==> config.mk <==
export PLATFORM = sky130hd
export DESIGN_NAME = prog_flag_unit
export DESIGN_NICKNAME = d
export VERILOG_FILES = /design/src/rtl/prog_flag_pkg.sv /design/src/rtl/prog_flag_unit.sv
export SDC_FILE = /design/constraint.sdc
export NUM_CORES = 1
export LEC_CHECK = 0
export BUFFER_PORTS_ARGS = -buffer_cell sky130_fd_sc_hd__buf_2
export CORE_MARGIN = 4
export CORE_UTILIZATION = 40
export DETAILED_ROUTE_END_ITERATION = 16
export HOLD_SLACK_MARGIN = 0.08
export SYNTH_ARGS = -nofsm -noshare
export SYNTH_HDL_FRONTEND = slang
export SYNTH_SLANG_ARGS = --single-unit
export TNS_END_PERCENT = 10
==> constraint.sdc <==
create_clock -name i_sys_clk -period 7.3 [get_ports i_sys_clk]
set_input_delay 1.095 -clock i_sys_clk [delete_from_list [all_inputs] [get_ports i_sys_clk]]
set_output_delay 1.095 -clock i_sys_clk [all_outputs]
set_load 0.05 [all_outputs]
==> src/rtl/prog_flag_pkg.sv <==
// constants for the programmable almost-full / almost-empty flag unit
package prog_flag_pkg;
  // sampled pin vector layout
  localparam int PIN_W = 34;
  localparam int P_MRST = 0;
  localparam int P_FTSEL = 1;
  localparam int P_FALL = 2;
  localparam int P_X9IN = 3;
  localparam int P_X9OUT = 4;
  localparam int P_ASRD = 5;
  localparam int P_WCLK = 6;
  localparam int P_RCLK = 7;
  localparam int P_WEN = 8;
  localparam int P_REN = 9;
  localparam int P_LD = 10;
  localparam int P_SEN = 11;
  localparam int P_SIN = 12;
  localparam int P_DSEL = 13;
  localparam int P_DATA = 16;
  // widths
  localparam int CNT_W = 18;
  localparam int DATA_W = 18;
  localparam int BYTE_W = 9;
  localparam int DSEL_W = 3;
  localparam int ADDR_W = 5;
  localparam int STEP_W = 2;
  localparam int BIT_W = 5;
  // depth of the smallest variant per bus width
  localparam logic [CNT_W-1:0] DEPTH_BASE_X18 = 18'h00200;
  localparam logic [CNT_W-1:0] DEPTH_BASE_X9 = 18'h00400;
  // serial bit count of the smallest variant per width mode
  localparam logic [BIT_W-1:0] SER_BITS_X9 = 5'h09;
  localparam logic [BIT_W-1:0] SER_BITS_OTHER = 5'h08;
  // offsets restored by master reset
  localparam logic [CNT_W-1:0] OFS_DEFAULT = 18'h0007;
  // index of the last parallel load step per offset pair
  localparam logic [STEP_W-1:0] PAR_LAST_X18 = 2'h1;
  localparam logic [STEP_W-1:0] PAR_LAST_X9 = 2'h3;
  // register byte addresses
  localparam logic [ADDR_W-1:0] REG_STATUS = 5'h00;
  localparam logic [ADDR_W-1:0] REG_LEVEL = 5'h04;
  localparam logic [ADDR_W-1:0] REG_EMPTY_OFS = 5'h08;
  localparam logic [ADDR_W-1:0] REG_FULL_OFS = 5'h0c;
  localparam logic [ADDR_W-1:0] REG_IRQ_STAT = 5'h10;
  localparam logic [ADDR_W-1:0] REG_IRQ_MASK = 5'h14;
  // interrupt bits
  localparam int IRQ_W = 4;
  localparam int IRQ_AFULL = 0;
  localparam int IRQ_AEMPTY = 1;
  localparam int IRQ_LOAD = 2;
  localparam int IRQ_OVF = 3;
endpackage

==> src/rtl/prog_flag_unit.sv <==
// programmable almost-full / almost-empty flag unit with offset loading
`timescale 1ns/1ps

module prog_flag_unit (
  input wire logic i_sys_clk,
  input wire logic i_resetn,
  input wire logic i_clk_en,
  input wire logic i_master_reset_n,
  input wire logic i_flag_timing_select,
  input wire logic i_fall_through_timing,
  input wire logic i_x9_in,
  input wire logic i_x9_out,
  input wire logic i_async_read_req,
  input wire logic [2:0] i_depth_sel,
  input wire logic i_wr_clk,
  input wire logic i_rd_clk,
  input wire logic i_wr_en_n,
  input wire logic i_rd_en_n,
  input wire logic i_load_n,
  input wire logic i_serial_en_n,
  input wire logic i_serial_in,
  input wire logic [17:0] i_wr_data,
  input wire logic [4:0] i_addr,
  input wire logic [31:0] i_wdata,
  input wire logic i_wr_stb,
  input wire logic i_rd_stb,
  output logic [31:0] o_rdata,
  output logic [17:0] o_ofs_data,
  output logic o_almost_full_flag_n,
  output logic o_almost_empty_flag_n,
  output logic o_async_read_active,
  output logic o_irq
);

  // ==========================================================
  // pin synchronisers
  // ==========================================================
  logic [prog_flag_pkg::PIN_W-1:0] pin_s1_r, pin_s2_r, pin_s3_r, pin_in;
  assign pin_in = {i_wr_data, i_depth_sel, i_serial_in, i_serial_en_n,
                   i_load_n, i_rd_en_n, i_wr_en_n, i_rd_clk, i_wr_clk,
                   i_async_read_req, i_x9_out, i_x9_in,
                   i_fall_through_timing, i_flag_timing_select,
                   i_master_reset_n};

  // s1 feeds s2 only; s3 exists for edge detection of clocks
  always_ff @(posedge i_sys_clk or negedge i_resetn) begin
    if (!i_resetn) begin
      pin_s1_r <= '0;
      pin_s2_r <= '0;
      pin_s3_r <= '0;
    end else if (i_clk_en) begin
      pin_s1_r <= pin_in;
      pin_s2_r <= pin_s1_r;
      pin_s3_r <= pin_s2_r;
    end
  end

  logic mrst_act, wedge, redge, ld_n, sen_n;
  logic [prog_flag_pkg::DATA_W-1:0] din;
  logic [prog_flag_pkg::DSEL_W-1:0] dsel;
  assign mrst_act = !pin_s2_r[prog_flag_pkg::P_MRST];
  assign wedge = i_clk_en && pin_s2_r[prog_flag_pkg::P_WCLK] &&
                 !pin_s3_r[prog_flag_pkg::P_WCLK];
  assign redge = i_clk_en && pin_s2_r[prog_flag_pkg::P_RCLK] &&
                 !pin_s3_r[prog_flag_pkg::P_RCLK];
  assign ld_n = pin_s2_r[prog_flag_pkg::P_LD];
  assign sen_n = pin_s2_r[prog_flag_pkg::P_SEN];
  assign din = pin_s2_r[prog_flag_pkg::P_DATA +: prog_flag_pkg::DATA_W];
  assign dsel = pin_s2_r[prog_flag_pkg::P_DSEL +: prog_flag_pkg::DSEL_W];

  // ==========================================================
  // mode capture at master reset
  // ==========================================================
  logic tsel_r, fall_r, x9both_r, asrd_r;
  logic [prog_flag_pkg::DSEL_W-1:0] dsel_r;

  // straps follow the pins while master reset is held, freeze after
  always_ff @(posedge i_sys_clk or negedge i_resetn) begin
    if (!i_resetn) begin
      tsel_r <= 1'b0;
      fall_r <= 1'b0;
      x9both_r <= 1'b0;
      asrd_r <= 1'b0;
      dsel_r <= '0;
    end else if (i_clk_en && mrst_act) begin
      tsel_r <= pin_s2_r[prog_flag_pkg::P_FTSEL];
      fall_r <= pin_s2_r[prog_flag_pkg::P_FALL];
      x9both_r <= pin_s2_r[prog_flag_pkg::P_X9IN] &&
                  pin_s2_r[prog_flag_pkg::P_X9OUT];
      asrd_r <= pin_s2_r[prog_flag_pkg::P_ASRD];
      dsel_r <= dsel;
    end
  end

  // fall-through needs a clocked read port
  assign o_async_read_active = asrd_r && !fall_r;

  // ==========================================================
  // depth and serial bit count
  // ==========================================================
  logic [prog_flag_pkg::CNT_W-1:0] depth_d;
  logic [prog_flag_pkg::BIT_W-1:0] ser_bits;
  assign depth_d = ((x9both_r ? prog_flag_pkg::DEPTH_BASE_X9 :
                     prog_flag_pkg::DEPTH_BASE_X18) << dsel_r) +
                   {{(prog_flag_pkg::CNT_W-1){1'b0}}, fall_r};
  assign ser_bits = (x9both_r ? prog_flag_pkg::SER_BITS_X9 :
                     prog_flag_pkg::SER_BITS_OTHER) +
                    {2'h0, dsel_r};

  // ==========================================================
  // word level
  // ==========================================================
  logic [prog_flag_pkg::CNT_W-1:0] level_r, level_nxt;
  logic wr_ev, rd_ev, ovf_ev;
  assign wr_ev = wedge && ld_n && !pin_s2_r[prog_flag_pkg::P_WEN] &&
                 (level_r != depth_d);
  assign ovf_ev = wedge && ld_n && !pin_s2_r[prog_flag_pkg::P_WEN] &&
                  (level_r == depth_d);
  assign rd_ev = redge && ld_n && !pin_s2_r[prog_flag_pkg::P_REN] &&
                 (level_r != '0);

  always_comb begin
    level_nxt = level_r;
    if (wr_ev && !rd_ev) begin
      level_nxt = level_r + 18'h00001;
    end else if (rd_ev && !wr_ev) begin
      level_nxt = level_r - 18'h00001;
    end
  end

  // level cleared by master reset
  always_ff @(posedge i_sys_clk or negedge i_resetn) begin
    if (!i_resetn) begin
      level_r <= '0;
    end else if (i_clk_en) begin
      level_r <= mrst_act ? '0 : level_nxt;
    end
  end

  // ==========================================================
  // offset programming, serial and parallel
  // ==========================================================
  logic [prog_flag_pkg::CNT_W-1:0] empty_ofs_r, full_ofs_r;
  logic [prog_flag_pkg::BIT_W-1:0] bit_r;
  logic ser_half_r, load_done;
  logic [prog_flag_pkg::STEP_W-1:0] wstep_r, rstep_r, par_last;
  logic ser_ev, par_ev, prd_ev;
  assign ser_ev = wedge && !ld_n && !sen_n;
  assign par_ev = wedge && !ld_n && sen_n &&
                  !pin_s2_r[prog_flag_pkg::P_WEN];
  assign prd_ev = redge && !ld_n && !pin_s2_r[prog_flag_pkg::P_REN];
  assign par_last = x9both_r ? prog_flag_pkg::PAR_LAST_X9 :
                    prog_flag_pkg::PAR_LAST_X18;
  assign load_done = (ser_ev && ser_half_r &&
                      bit_r == ser_bits - 5'h01) ||
                     (par_ev && wstep_r == par_last);

  // serial bits arrive lsb first; empty offset then full offset
  always_ff @(posedge i_sys_clk or negedge i_resetn) begin
    if (!i_resetn) begin
      empty_ofs_r <= prog_flag_pkg::OFS_DEFAULT;
      full_ofs_r <= prog_flag_pkg::OFS_DEFAULT;
      bit_r <= '0;
      ser_half_r <= 1'b0;
      wstep_r <= '0;
    end else if (i_clk_en && mrst_act) begin
      empty_ofs_r <= prog_flag_pkg::OFS_DEFAULT;
      full_ofs_r <= prog_flag_pkg::OFS_DEFAULT;
      bit_r <= '0;
      ser_half_r <= 1'b0;
      wstep_r <= '0;
    end else if (ser_ev) begin
      if (ser_half_r) begin
        full_ofs_r[bit_r] <= pin_s2_r[prog_flag_pkg::P_SIN];
      end else begin
        empty_ofs_r[bit_r] <= pin_s2_r[prog_flag_pkg::P_SIN];
      end
      if (bit_r == ser_bits - 5'h01) begin
        bit_r <= '0;
        ser_half_r <= !ser_half_r;
      end else begin
        bit_r <= bit_r + 5'h01;
      end
    end else if (par_ev) begin
      // x9 takes low half then high half of each offset
      if (!x9both_r) begin
        if (wstep_r == 2'h0) empty_ofs_r <= din;
        else full_ofs_r <= din;
      end else begin
        unique case (wstep_r)
          2'h0: empty_ofs_r[0 +: prog_flag_pkg::BYTE_W] <= din[8:0];
          2'h1: empty_ofs_r[9 +: prog_flag_pkg::BYTE_W] <= din[8:0];
          2'h2: full_ofs_r[0 +: prog_flag_pkg::BYTE_W] <= din[8:0];
          2'h3: full_ofs_r[9 +: prog_flag_pkg::BYTE_W] <= din[8:0];
        endcase
      end
      wstep_r <= (wstep_r == par_last) ? 2'h0 : wstep_r + 2'h1;
    end
  end

  // parallel read walks the same steps on read edges
  always_ff @(posedge i_sys_clk or negedge i_resetn) begin
    if (!i_resetn) begin
      rstep_r <= '0;
      o_ofs_data <= '0;
    end else if (i_clk_en && mrst_act) begin
      rstep_r <= '0;
    end else if (prd_ev) begin
      if (!x9both_r) begin
        o_ofs_data <= (rstep_r == 2'h0) ? empty_ofs_r : full_ofs_r;
      end else begin
        unique case (rstep_r)
          2'h0: o_ofs_data <= {9'h000, empty_ofs_r[8:0]};
          2'h1: o_ofs_data <= {9'h000, empty_ofs_r[17:9]};
          2'h2: o_ofs_data <= {9'h000, full_ofs_r[8:0]};
          2'h3: o_ofs_data <= {9'h000, full_ofs_r[17:9]};
        endcase
      end
      rstep_r <= (rstep_r == par_last) ? 2'h0 : rstep_r + 2'h1;
    end
  end

  // ==========================================================
  // programmable flags
  // ==========================================================
  logic full_cond, empty_cond;
  assign full_cond = (depth_d - level_nxt) <= full_ofs_r;
  assign empty_cond = level_nxt <= empty_ofs_r;

  // sync mode samples on own clock; async sets/clears on opposite edges
  always_ff @(posedge i_sys_clk or negedge i_resetn) begin
    if (!i_resetn) begin
      o_almost_full_flag_n <= 1'b1;
    end else if (i_clk_en && mrst_act) begin
      o_almost_full_flag_n <= 1'b1;
    end else if (tsel_r) begin
      if (wedge) o_almost_full_flag_n <= !full_cond;
    end else if (wedge && full_cond) begin
      o_almost_full_flag_n <= 1'b0;
    end else if (redge && !full_cond) begin
      o_almost_full_flag_n <= 1'b1;
    end
  end

  always_ff @(posedge i_sys_clk or negedge i_resetn) begin
    if (!i_resetn) begin
      o_almost_empty_flag_n <= 1'b0;
    end else if (i_clk_en && mrst_act) begin
      o_almost_empty_flag_n <= 1'b0;
    end else if (tsel_r) begin
      if (redge) o_almost_empty_flag_n <= !empty_cond;
    end else if (redge && empty_cond) begin
      o_almost_empty_flag_n <= 1'b0;
    end else if (wedge && !empty_cond) begin
      o_almost_empty_flag_n <= 1'b1;
    end
  end

  // ==========================================================
  // interrupts and register port
  // ==========================================================
  logic [prog_flag_pkg::IRQ_W-1:0] irq_stat_r, irq_mask_r, irq_set;
  logic afull_d_r, aempty_d_r;
  logic [31:0] rdata_nxt;

  // delayed flags give the falling-edge events
  always_ff @(posedge i_sys_clk or negedge i_resetn) begin
    if (!i_resetn) begin
      afull_d_r <= 1'b1;
      aempty_d_r <= 1'b0;
    end else if (i_clk_en) begin
      afull_d_r <= o_almost_full_flag_n;
      aempty_d_r <= o_almost_empty_flag_n;
    end
  end

  assign irq_set = {ovf_ev, load_done,
                    aempty_d_r && !o_almost_empty_flag_n,
                    afull_d_r && !o_almost_full_flag_n};

  // set beats a same-cycle write-one clear
  always_ff @(posedge i_sys_clk or negedge i_resetn) begin
    if (!i_resetn) begin
      irq_stat_r <= '0;
      irq_mask_r <= '0;
    end else if (i_clk_en) begin
      if (i_wr_stb && i_addr == prog_flag_pkg::REG_IRQ_MASK) begin
        irq_mask_r <= i_wdata[prog_flag_pkg::IRQ_W-1:0];
      end
      if (i_wr_stb && i_addr == prog_flag_pkg::REG_IRQ_STAT) begin
        irq_stat_r <= (irq_stat_r & ~i_wdata[prog_flag_pkg::IRQ_W-1:0]) |
                      irq_set;
      end else begin
        irq_stat_r <= irq_stat_r | irq_set;
      end
    end
  end

  assign o_irq = |(irq_stat_r & irq_mask_r);

  always_comb begin
    rdata_nxt = '0;
    unique case (i_addr)
      prog_flag_pkg::REG_STATUS: rdata_nxt[6:0] = {o_async_read_active,
        asrd_r, x9both_r, fall_r, tsel_r, o_almost_empty_flag_n,
        o_almost_full_flag_n};
      prog_flag_pkg::REG_LEVEL: rdata_nxt[17:0] = level_r;
      prog_flag_pkg::REG_EMPTY_OFS: rdata_nxt[17:0] = empty_ofs_r;
      prog_flag_pkg::REG_FULL_OFS: rdata_nxt[17:0] = full_ofs_r;
      prog_flag_pkg::REG_IRQ_STAT: rdata_nxt[3:0] = irq_stat_r;
      prog_flag_pkg::REG_IRQ_MASK: rdata_nxt[3:0] = irq_mask_r;
      default: rdata_nxt = '0;
    endcase
  end

  // read data only in the cycle after the strobe
  always_ff @(posedge i_sys_clk or negedge i_resetn) begin
    if (!i_resetn) begin
      o_rdata <= '0;
    end else if (i_clk_en) begin
      o_rdata <= i_rd_stb ? rdata_nxt : '0;
    end
  end

  // ==========================================================
  // assertions
  // ==========================================================
  a_afull_sync_edge: assert property (@(posedge i_sys_clk) disable iff
    (!i_resetn) tsel_r && !$past(mrst_act) && $changed(o_almost_full_flag_n)
    |-> $past(wedge)) else $error("sync almost-full off write edge");
  a_aempty_sync_edge: assert property (@(posedge i_sys_clk) disable iff
    (!i_resetn) tsel_r && !$past(mrst_act) && $changed(o_almost_empty_flag_n)
    |-> $past(redge)) else $error("sync almost-empty off read edge");
  a_afull_sync_value: assert property (@(posedge i_sys_clk) disable iff
    (!i_resetn) tsel_r && !mrst_act && wedge |=> o_almost_full_flag_n ==
    !$past(full_cond)) else $error("sync almost-full wrong value");
  a_aempty_sync_value: assert property (@(posedge i_sys_clk) disable iff
    (!i_resetn) tsel_r && !mrst_act && redge |=> o_almost_empty_flag_n ==
    !$past(empty_cond)) else $error("sync almost-empty wrong value");
  a_afull_async_edges: assert property (@(posedge i_sys_clk) disable iff
    (!i_resetn) !tsel_r && !$past(mrst_act) && i_clk_en
    |-> ($fell(o_almost_full_flag_n) |-> $past(wedge)) and
        ($rose(o_almost_full_flag_n) |-> $past(redge)))
    else $error("async almost-full on wrong edge");
  a_aempty_async_edges: assert property (@(posedge i_sys_clk) disable iff
    (!i_resetn) !tsel_r && !$past(mrst_act) && i_clk_en
    |-> ($fell(o_almost_empty_flag_n) |-> $past(redge)) and
        ($rose(o_almost_empty_flag_n) |-> $past(wedge)))
    else $error("async almost-empty on wrong edge");
  a_async_rd_std: assert property (@(posedge i_sys_clk) disable iff
    (!i_resetn) o_async_read_active |-> !fall_r)
    else $error("async read port in fall-through");
  a_depth_plus_one: assert property (@(posedge i_sys_clk) disable iff
    (!i_resetn) depth_d[0] == fall_r)
    else $error("fall-through depth not one larger");
  a_serial_wrap: assert property (@(posedge i_sys_clk) disable iff
    (!i_resetn) ser_ev && !mrst_act && bit_r == ser_bits - 5'h01
    |=> bit_r == '0 && ser_half_r != $past(ser_half_r))
    else $error("serial load bit count wrong");
  a_par_steps: assert property (@(posedge i_sys_clk) disable iff
    (!i_resetn) wstep_r <= par_last)
    else $error("parallel step beyond width limit");

endmodule

# Yosys cells after proc, flatten, opt, wreduce, memory -nomap -nowiden
# Index checks and enable logic that the tools add are counted.
word_totals:
  ff_bits: 209
  word_cells: 201
  out_inout_bits: 54
op_classes:
  n_addsub: 9
  n_reduce_logical: 74
  n_eq_ne: 25
  n_bitwise: 6
  n_mux: 57
  n_lt_le_gt_ge: 4
  n_shift: 1
op_table:
  columns: ["operator", "count"]
  rows:
  - ["18-bit 2-to-1 mux", 18]
  - ["18-bit case mux with 4 select lines", 1]
  - ["18-bit bitwise mux", 2]
  - ["18-bit <= comparator", 2]
  - ["9-bit 2-to-1 mux", 4]
  - ["1-bit logical AND", 34]
  - ["11-bit case mux with 3 select lines", 1]
  - ["4-bit case mux with 6 select lines", 1]
  - ["18-bit by 1-bit adder with 18-bit output", 1]
  - ["18-bit by 1-bit adder with 18-bit output (second input constant)", 1]
  - ["18-bit == test", 1]
  - ["18-bit inequality test", 1]
  - ["18-bit nonzero test", 1]
  - ["11-bit by 3-bit << shifter with 18-bit output", 1]
  - ["18-bit by 1-bit subtractor with 18-bit output (second input constant)", 1]
  - ["18-bit subtractor", 1]
  - ["2-bit 2-to-1 mux", 8]
  - ["1-bit logical NOT", 15]
  - ["1-bit 2-to-1 mux", 15]
  - ["5-bit 2-to-1 mux", 3]
  - ["3-bit by 2-bit inequality test with 1-bit output (second input constant)", 4]
  - ["4-bit by 1-bit inequality test with 1-bit output (second input constant)", 3]
  - ["3-bit case mux with 4 select lines", 1]
  - ["2-bit AND reduction", 6]
  - ["31 further kinds", 50]

# Depth between registers and ports, before layout
logic_depth:
  ltp_word: 17
  mapped_depth: 31
  mapped_depth_nobuf: 27

# Worst setup path before layout
# OpenSTA, ideal clock, no wires.
synth_timing:
  path_type: "input to register"
  from: "input port i_clk_en"
  to: "register o_almost_full_flag_n"
  setup_time_ns: 0.083
  arrival_ns: 6.049
  n_path_buf: 1
  path_slack_ns: 1.168
  path_stages: 24
  required_time_ns: 7.217
  path_cell_list: "clkbuf_1 nand3b_1 nor3b_1 o31ai_2 or4_1 nor4_1 nand2_1 o21ai_0 o21ai_0 xor2_1 ha_1 inv_1 o21ai_0 a21o_1 a41o_1 or4_1 nand4_1 ha_1 and4_1 nand3_1 nor4_1 a21oi_1 a221oi_1 nand2_1"
synth_between:
  elab_chain_cells: 15
  elab_cells_between_ends: 29
synth_rtl:
  columns: ["item", "line", "source"]
  rows:
  - ["from (decl)", "prog_flag_unit.sv:7", "input wire logic i_clk_en,"]
  - ["1-bit logical AND (2 in a row)", "prog_flag_unit.sv:62", "assign wedge = i_clk_en && pin_s2_r[prog_flag_pkg::P_WCLK] &&"]
  - ["1-bit logical AND (3 in a row)", "prog_flag_unit.sv:115", "assign wr_ev = wedge && ld_n && !pin_s2_r[prog_flag_pkg::P_WEN] &&"]
  - ["1-bit logical NOT", "prog_flag_unit.sv:126", "end else if (rd_ev && !wr_ev) begin"]
  - ["1-bit logical AND", "prog_flag_unit.sv:126", null]
  - ["18-bit 2-to-1 mux", "prog_flag_unit.sv:126", null]
  - ["18-bit 2-to-1 mux", "prog_flag_unit.sv:124", "if (wr_ev && !rd_ev) begin"]
  - ["18-bit subtractor", "prog_flag_unit.sv:227", "assign full_cond = (depth_d - level_nxt) <= full_ofs_r;"]
  - ["18-bit <= comparator", "prog_flag_unit.sv:227", null]
  - ["1-bit logical AND or 1-bit logical NOT (tied branches)", "prog_flag_unit.sv:238, prog_flag_unit.sv:237, prog_flag_unit.sv:240", null]
  - ["1-bit 2-to-1 mux, or another cell as far along", "prog_flag_unit.sv:238", "end else if (wedge && full_cond) begin"]
  - ["1-bit 2-to-1 mux or 4-bit nonzero test (tied branches)", null, null]
  - ["1-bit 2-to-1 mux or 2-bit AND reduction (tied branches)", null, null]
  - ["to (signal assigned)", "prog_flag_unit.sv:237", "if (wedge) o_almost_full_flag_n <= !full_cond;"]
  - ["to (decl)", "prog_flag_unit.sv:29", "output logic o_almost_full_flag_n,"]
# Several ways; a longest one is shown, not always the timed one. The select of a mux whose other input is x is not followed.
# A chain may end at the register's enable or synchronous reset.

# Worst setup path after layout
layout_timing:
  from: "register level_r[5] (netlist bit)"
  to: "register o_almost_full_flag_n"
layout_between:
  elab_chain_cells: 12
  elab_cells_between_ends: 23
layout_rtl:
  columns: ["item", "line", "source"]
  rows:
  - ["from (decl)", "prog_flag_unit.sv:113", "logic [prog_flag_pkg::CNT_W-1:0] level_r, level_nxt;"]
  - ["from (signal assigned)", "prog_flag_unit.sv:136", "level_r <= mrst_act ? '0 : level_nxt;"]
  - ["parallel branches: the longest is 5 deep, another holds 18-bit by 1-bit subtractor with 18-bit output", null, null]
  - ["18-bit 2-to-1 mux *", "prog_flag_unit.sv:124", null]
  - ["18-bit subtractor *", "prog_flag_unit.sv:227", null]
  - ["18-bit <= comparator *", "prog_flag_unit.sv:227", null]
  - ["1-bit logical AND or 1-bit logical NOT (tied branches)", "prog_flag_unit.sv:238, prog_flag_unit.sv:237, prog_flag_unit.sv:240", null]
  - ["1-bit 2-to-1 mux, or another cell as far along", "prog_flag_unit.sv:238", null]
  - ["1-bit 2-to-1 mux or 4-bit nonzero test (tied branches)", null, null]
  - ["1-bit 2-to-1 mux or 2-bit AND reduction (tied branches)", null, null]
# Every way passes the cells marked *. The select of a mux whose other input is x is not followed.

==> summary.md <==
| Metric | Value |
|---|---|
| Critical path capture point type | register |
| Remaining design rule violation count | 0 |
| Routability congestion estimate from global placement | 0.898 |
| Synthesized cell area | 0.0118 sq mm |
| Area used by multi-input combinational logic | 0.00643 sq mm |
| RSZ-0062 raised after global routing | false |
| Count of boundary I/O pins | 130 |
| Slew Limit Headroom | 0.216 |
| Effective utilization at floorplan | 0.408 |
| Crit path setup slack, layout | 0.651 ns |
| Post-layout net count | 1,449 |
| CTS tree | yes |
| Sinks on the clock net | 189 |
| Number of antenna violations at the first check in global routing | 0 |
| Pin count of the biggest net entering global routing | 69 |
| Top cell type's share of synthesized area | 0.384 |
| Core region area | 0.0289 sq mm |
| Global route overflow | 0 |
| Complex-gate fraction of the synthesized area | 0.181 |
| Share of the yosys chip area belonging to registers | 0.402 |
| Commonest cells after routing, fill and taps aside | sky130_fd_sc_hd__dfrtp_1 (181), sky130_fd_sc_hd__nand2_1 (144), sky130_fd_sc_hd__mux2_2 (90) |
| Worst-path clk slew | 0.08 ns |
| Simple-gate area share of the yosys netlist | 0.157 |
| Cells on Worst Hold Path | 2 |
| Register area | 0.00474 sq mm |
| H-tree depth | 4 |
| Power per standard cell area | 327 mW/mm^2 |
| Starting DRC count in detailed routing | 922 |
| Post-Synth XOR/XNOR Area | 0.0289 |
| Synth cell types | 83 |
| Via Count | 9,829 |
| Critical path data arrival time | 7.03 ns |
| Most common library cell in the layout ignoring fill and taps | sky130_fd_sc_hd__dfrtp_1 |
| Fraction of final layout cells with drive strength greater than 1 | 0.203 |
| Number of setup buffers added after CTS | 0 |
| Clock skew after layout | 0.0161 ns |
| Slew @ Worst Pin | 1.17 ns |
| Multiplexer area fraction after synthesis | 0.103 |
| Final max-slew violation count | 0 |
| Number of cells produced by synthesis | 1,265 |
| Worst setup path class | reg2reg |
| Source of the worst hold timing path | o_ofs_data[13] |
| Later-pin clock latency in the skew report | 0.44 ns |
| Count of buffers inserted at the top-level ports | 87 |
| Crit start category | register |
| R2R Path End | o_almost_full_flag_n |
| Via count of the first global-routing pass | 9,319 |
| Type of the most critical hold path | reg2reg |
| Yosys Warn Count | 0 |
| Tot GR Track Use | 0.209 |
| Vertical die dimension | 180 um |
| Antenna viol nets, final | 0 |
| Wire length per cell | 20.2 um |
| CTS root buf | sky130_fd_sc_hd__clkbuf_16 |
| Filler instances | 2,845 |
| Number of instances resized during post-cts repair | 0 |
| Leading cell types by total area after synthesis | sky130_fd_sc_hd__dfrtp_1 (38%), sky130_fd_sc_hd__mux2_2 (8.6%), sky130_fd_sc_hd__ha_1 (6.8%) |
| Endpoint required time on the critical path | 7.68 ns |
| Final-report setup violation count | 0 |
| Largest fanout of any net on the critical path | 8 |
| Share of flip-flops with an asynchronous set or reset after synthesis | 1.00 |
| Pre-antenna DRT Iters | 5 |
| VDD IR-drop max | 155 uV |
| Clk buf depth | 2 |
| Routed via count divided by cell count | 5.76 |
| Aggregate routed wire length | 34,500 um |
| Number of storage elements in the synthesis netlist | 189 |
| Number of enable-type register cells in the synthesized netlist | 0 |
| DP Worst Slack | 0.657 ns |
| Area added between synthesis and finish | 11.2% |
| Largest family of logic cells by synthesized area | compound AO/OA/AOI/OAI gates |
| Post-route setup TNS | 0 ns |
| Final Hold Fails | 0 |
| Die Outline Area | 0.0323 sq mm |
| Cell Rows | 62 |
| Arithmetic-cell share of the synthesized area counting full adders, half adders and majority gates | 0.0688 |
| Fmax | 0.150 GHz |
| Final Critical Period | 6.65 ns |
| Avg Synthesized Cell Area | 9.33 sq um |
| Max-cap violations | 0 |
| Wire length of the first global-routing pass | 54,100 um |
| Number of cells on the worst reg-to-reg path | 22 |
| Number of buffers created by CTS | 17 |
| Overall die width | 180 um |
| Number of buffers inserted for hold repair after clock tree synthesis | 0 |
| Most area-hungry cell type in the Yosys netlist | sky130_fd_sc_hd__dfrtp_1 |
| Detailed placement HPWL | 25,700 um |
| Internal reg-to-reg setup slack | 0.65 ns |
| Run status | finished clean |
| Diode count | 0 |
| Total leakage power | 5.95 nW |
| Worst Hold Path EP | o_ofs_data[13] |
| Final Cycle Share | 0.911 |
| Top FF cell, synth | sky130_fd_sc_hd__dfrtp_1 |
| Reg2Reg Launch Point | level_r[5] |
-- worst max-delay path, cell delays in order, from the launching register on --
cell                       delay [ns]
sky130_fd_sc_hd__dfrtp_1         0.48
sky130_fd_sc_hd__or4_1           0.71
sky130_fd_sc_hd__or4_4           0.48
sky130_fd_sc_hd__a221o_1         0.35
sky130_fd_sc_hd__o31ai_2         0.62
sky130_fd_sc_hd__nor2_1          0.14
sky130_fd_sc_hd__nand4_1         0.16
sky130_fd_sc_hd__o31ai_1         0.10
sky130_fd_sc_hd__xnor2_1         0.52
sky130_fd_sc_hd__ha_1            0.38
sky130_fd_sc_hd__nand2_1         0.07
sky130_fd_sc_hd__o21bai_1        0.13
sky130_fd_sc_hd__a21o_1          0.22
sky130_fd_sc_hd__a41o_1          0.22
sky130_fd_sc_hd__or4_1           0.47
sky130_fd_sc_hd__nand4_1         0.11
sky130_fd_sc_hd__ha_1            0.14
sky130_fd_sc_hd__and4_1          0.24
sky130_fd_sc_hd__nand3_1         0.09
sky130_fd_sc_hd__nor4_1          0.41
sky130_fd_sc_hd__a21oi_1         0.18
sky130_fd_sc_hd__a221oi_1        0.27
sky130_fd_sc_hd__nand2_1         0.08
-- cells in the mapped netlist, drive strengths merged (5+ instances only) --
cell	instances
o31a	6
inv	76
ha	64
a31o	9
mux2i	13
a21oi	74
buf	28
nor3	19
dfstp	8
dfrtp	181
o21ai	88
nor2b	13
a221oi	9
xor2	10
nand4	31
o31ai	16
o21a	5
xnor2	29
mux2	90
a31oi	7
nand3	27
or4	8
nand2	145
and3	10
a211oi	6
a21o	21
a22oi	29
clkbuf	66
nor2	69
nor3b	7
o2bb2ai	21
nor4	9
-- final cells by class --
class | count | share of cell area
inverter | 76 | 0.0217
multi-input combinational | 919 | 0.490
clock inverter | 11 | 0.0109
timing repair buffer | 106 | 0.0449
tap | 384 | 0.0366
sequential | 189 | 0.361
clock buffer | 21 | 0.0351
-- kinds of logic (layout without fill, tap and decap cells) --
| logic type | after synthesis | in the layout |
|---|---|---|
| xor gates and xnor gates | 39 | 39 |
| adders and majority gates | 65 | 65 |
| other | 1 | 14 |
| muxes | 106 | 106 |
| DFF | 189 | 189 |
| and+or+nand+nor | 373 | 373 |
| AOI/OAI and AO/OA | 322 | 322 |
| buffers and inverters | 170 | 214 |
-- sequential cells by signal, summed over array words and instances, names as in the netlist, 2 cells and up --
register     cells
pin_s1_r        34
pin_s2_r        34
empty_ofs_r     18
full_ofs_r      18
level_r         18
o_ofs_data      18
o_rdata         18
bit_r            5
irq_mask_r       4
irq_stat_r       4
dsel_r           3
pin_s3_r         2
rstep_r          2
wstep_r          2
-- metrics by stage --
step	total power, W	area [sq um]	hold slack [ns]	utilization	std cells
CTS	0.00428	13100	0.471	0.454	1706
detailed placement	0.00330	12500	0.453	0.433	1674
finish	0.00429	13100	0.473	0.454	1706
global placement	0.00328	12500	0.446	0.433	1674
floorplan	0.00275	11900	0.435	-	1278
global route	0.00457	13100	0.483	0.454	1706
-- routing by layer --
metal  wire (um)  up-vias  global-route usage
li1            -     4621                   -
met1       16500     4807               0.317
met2       14900      368               0.311
met3        2360       33              0.0352
met4         687        0              0.0533
met5           0        -                   0
-- power breakdown --
group          total (W)  switching, W  internal, W
registers        0.00148      0.000225      0.00126
clock network   0.000963      0.000456     0.000507
logic            0.00184       0.00114     0.000693
total            0.00429       0.00182      0.00246
-- worst max-delay path by stage --
stage / slack, ns / startpoint / cells past startpoint / end
2_1_floorplan: 1.17 / i_clk_en / 24 / o_almost_full_flag_n
3_3_place_gp: 0.67 / i_clk_en / 24 / o_almost_full_flag_n
3_5_place_dp: 0.66 / i_clk_en / 24 / o_almost_full_flag_n
4_1_cts: 0.72 / x9both_r / 26 / o_almost_full_flag_n
5_1_grt: 0.28 / x9both_r / 26 / o_almost_full_flag_n
6_report: 0.65 / level_r[5] / 22 / o_almost_full_flag_n
(Power assumes the default switching activity.)
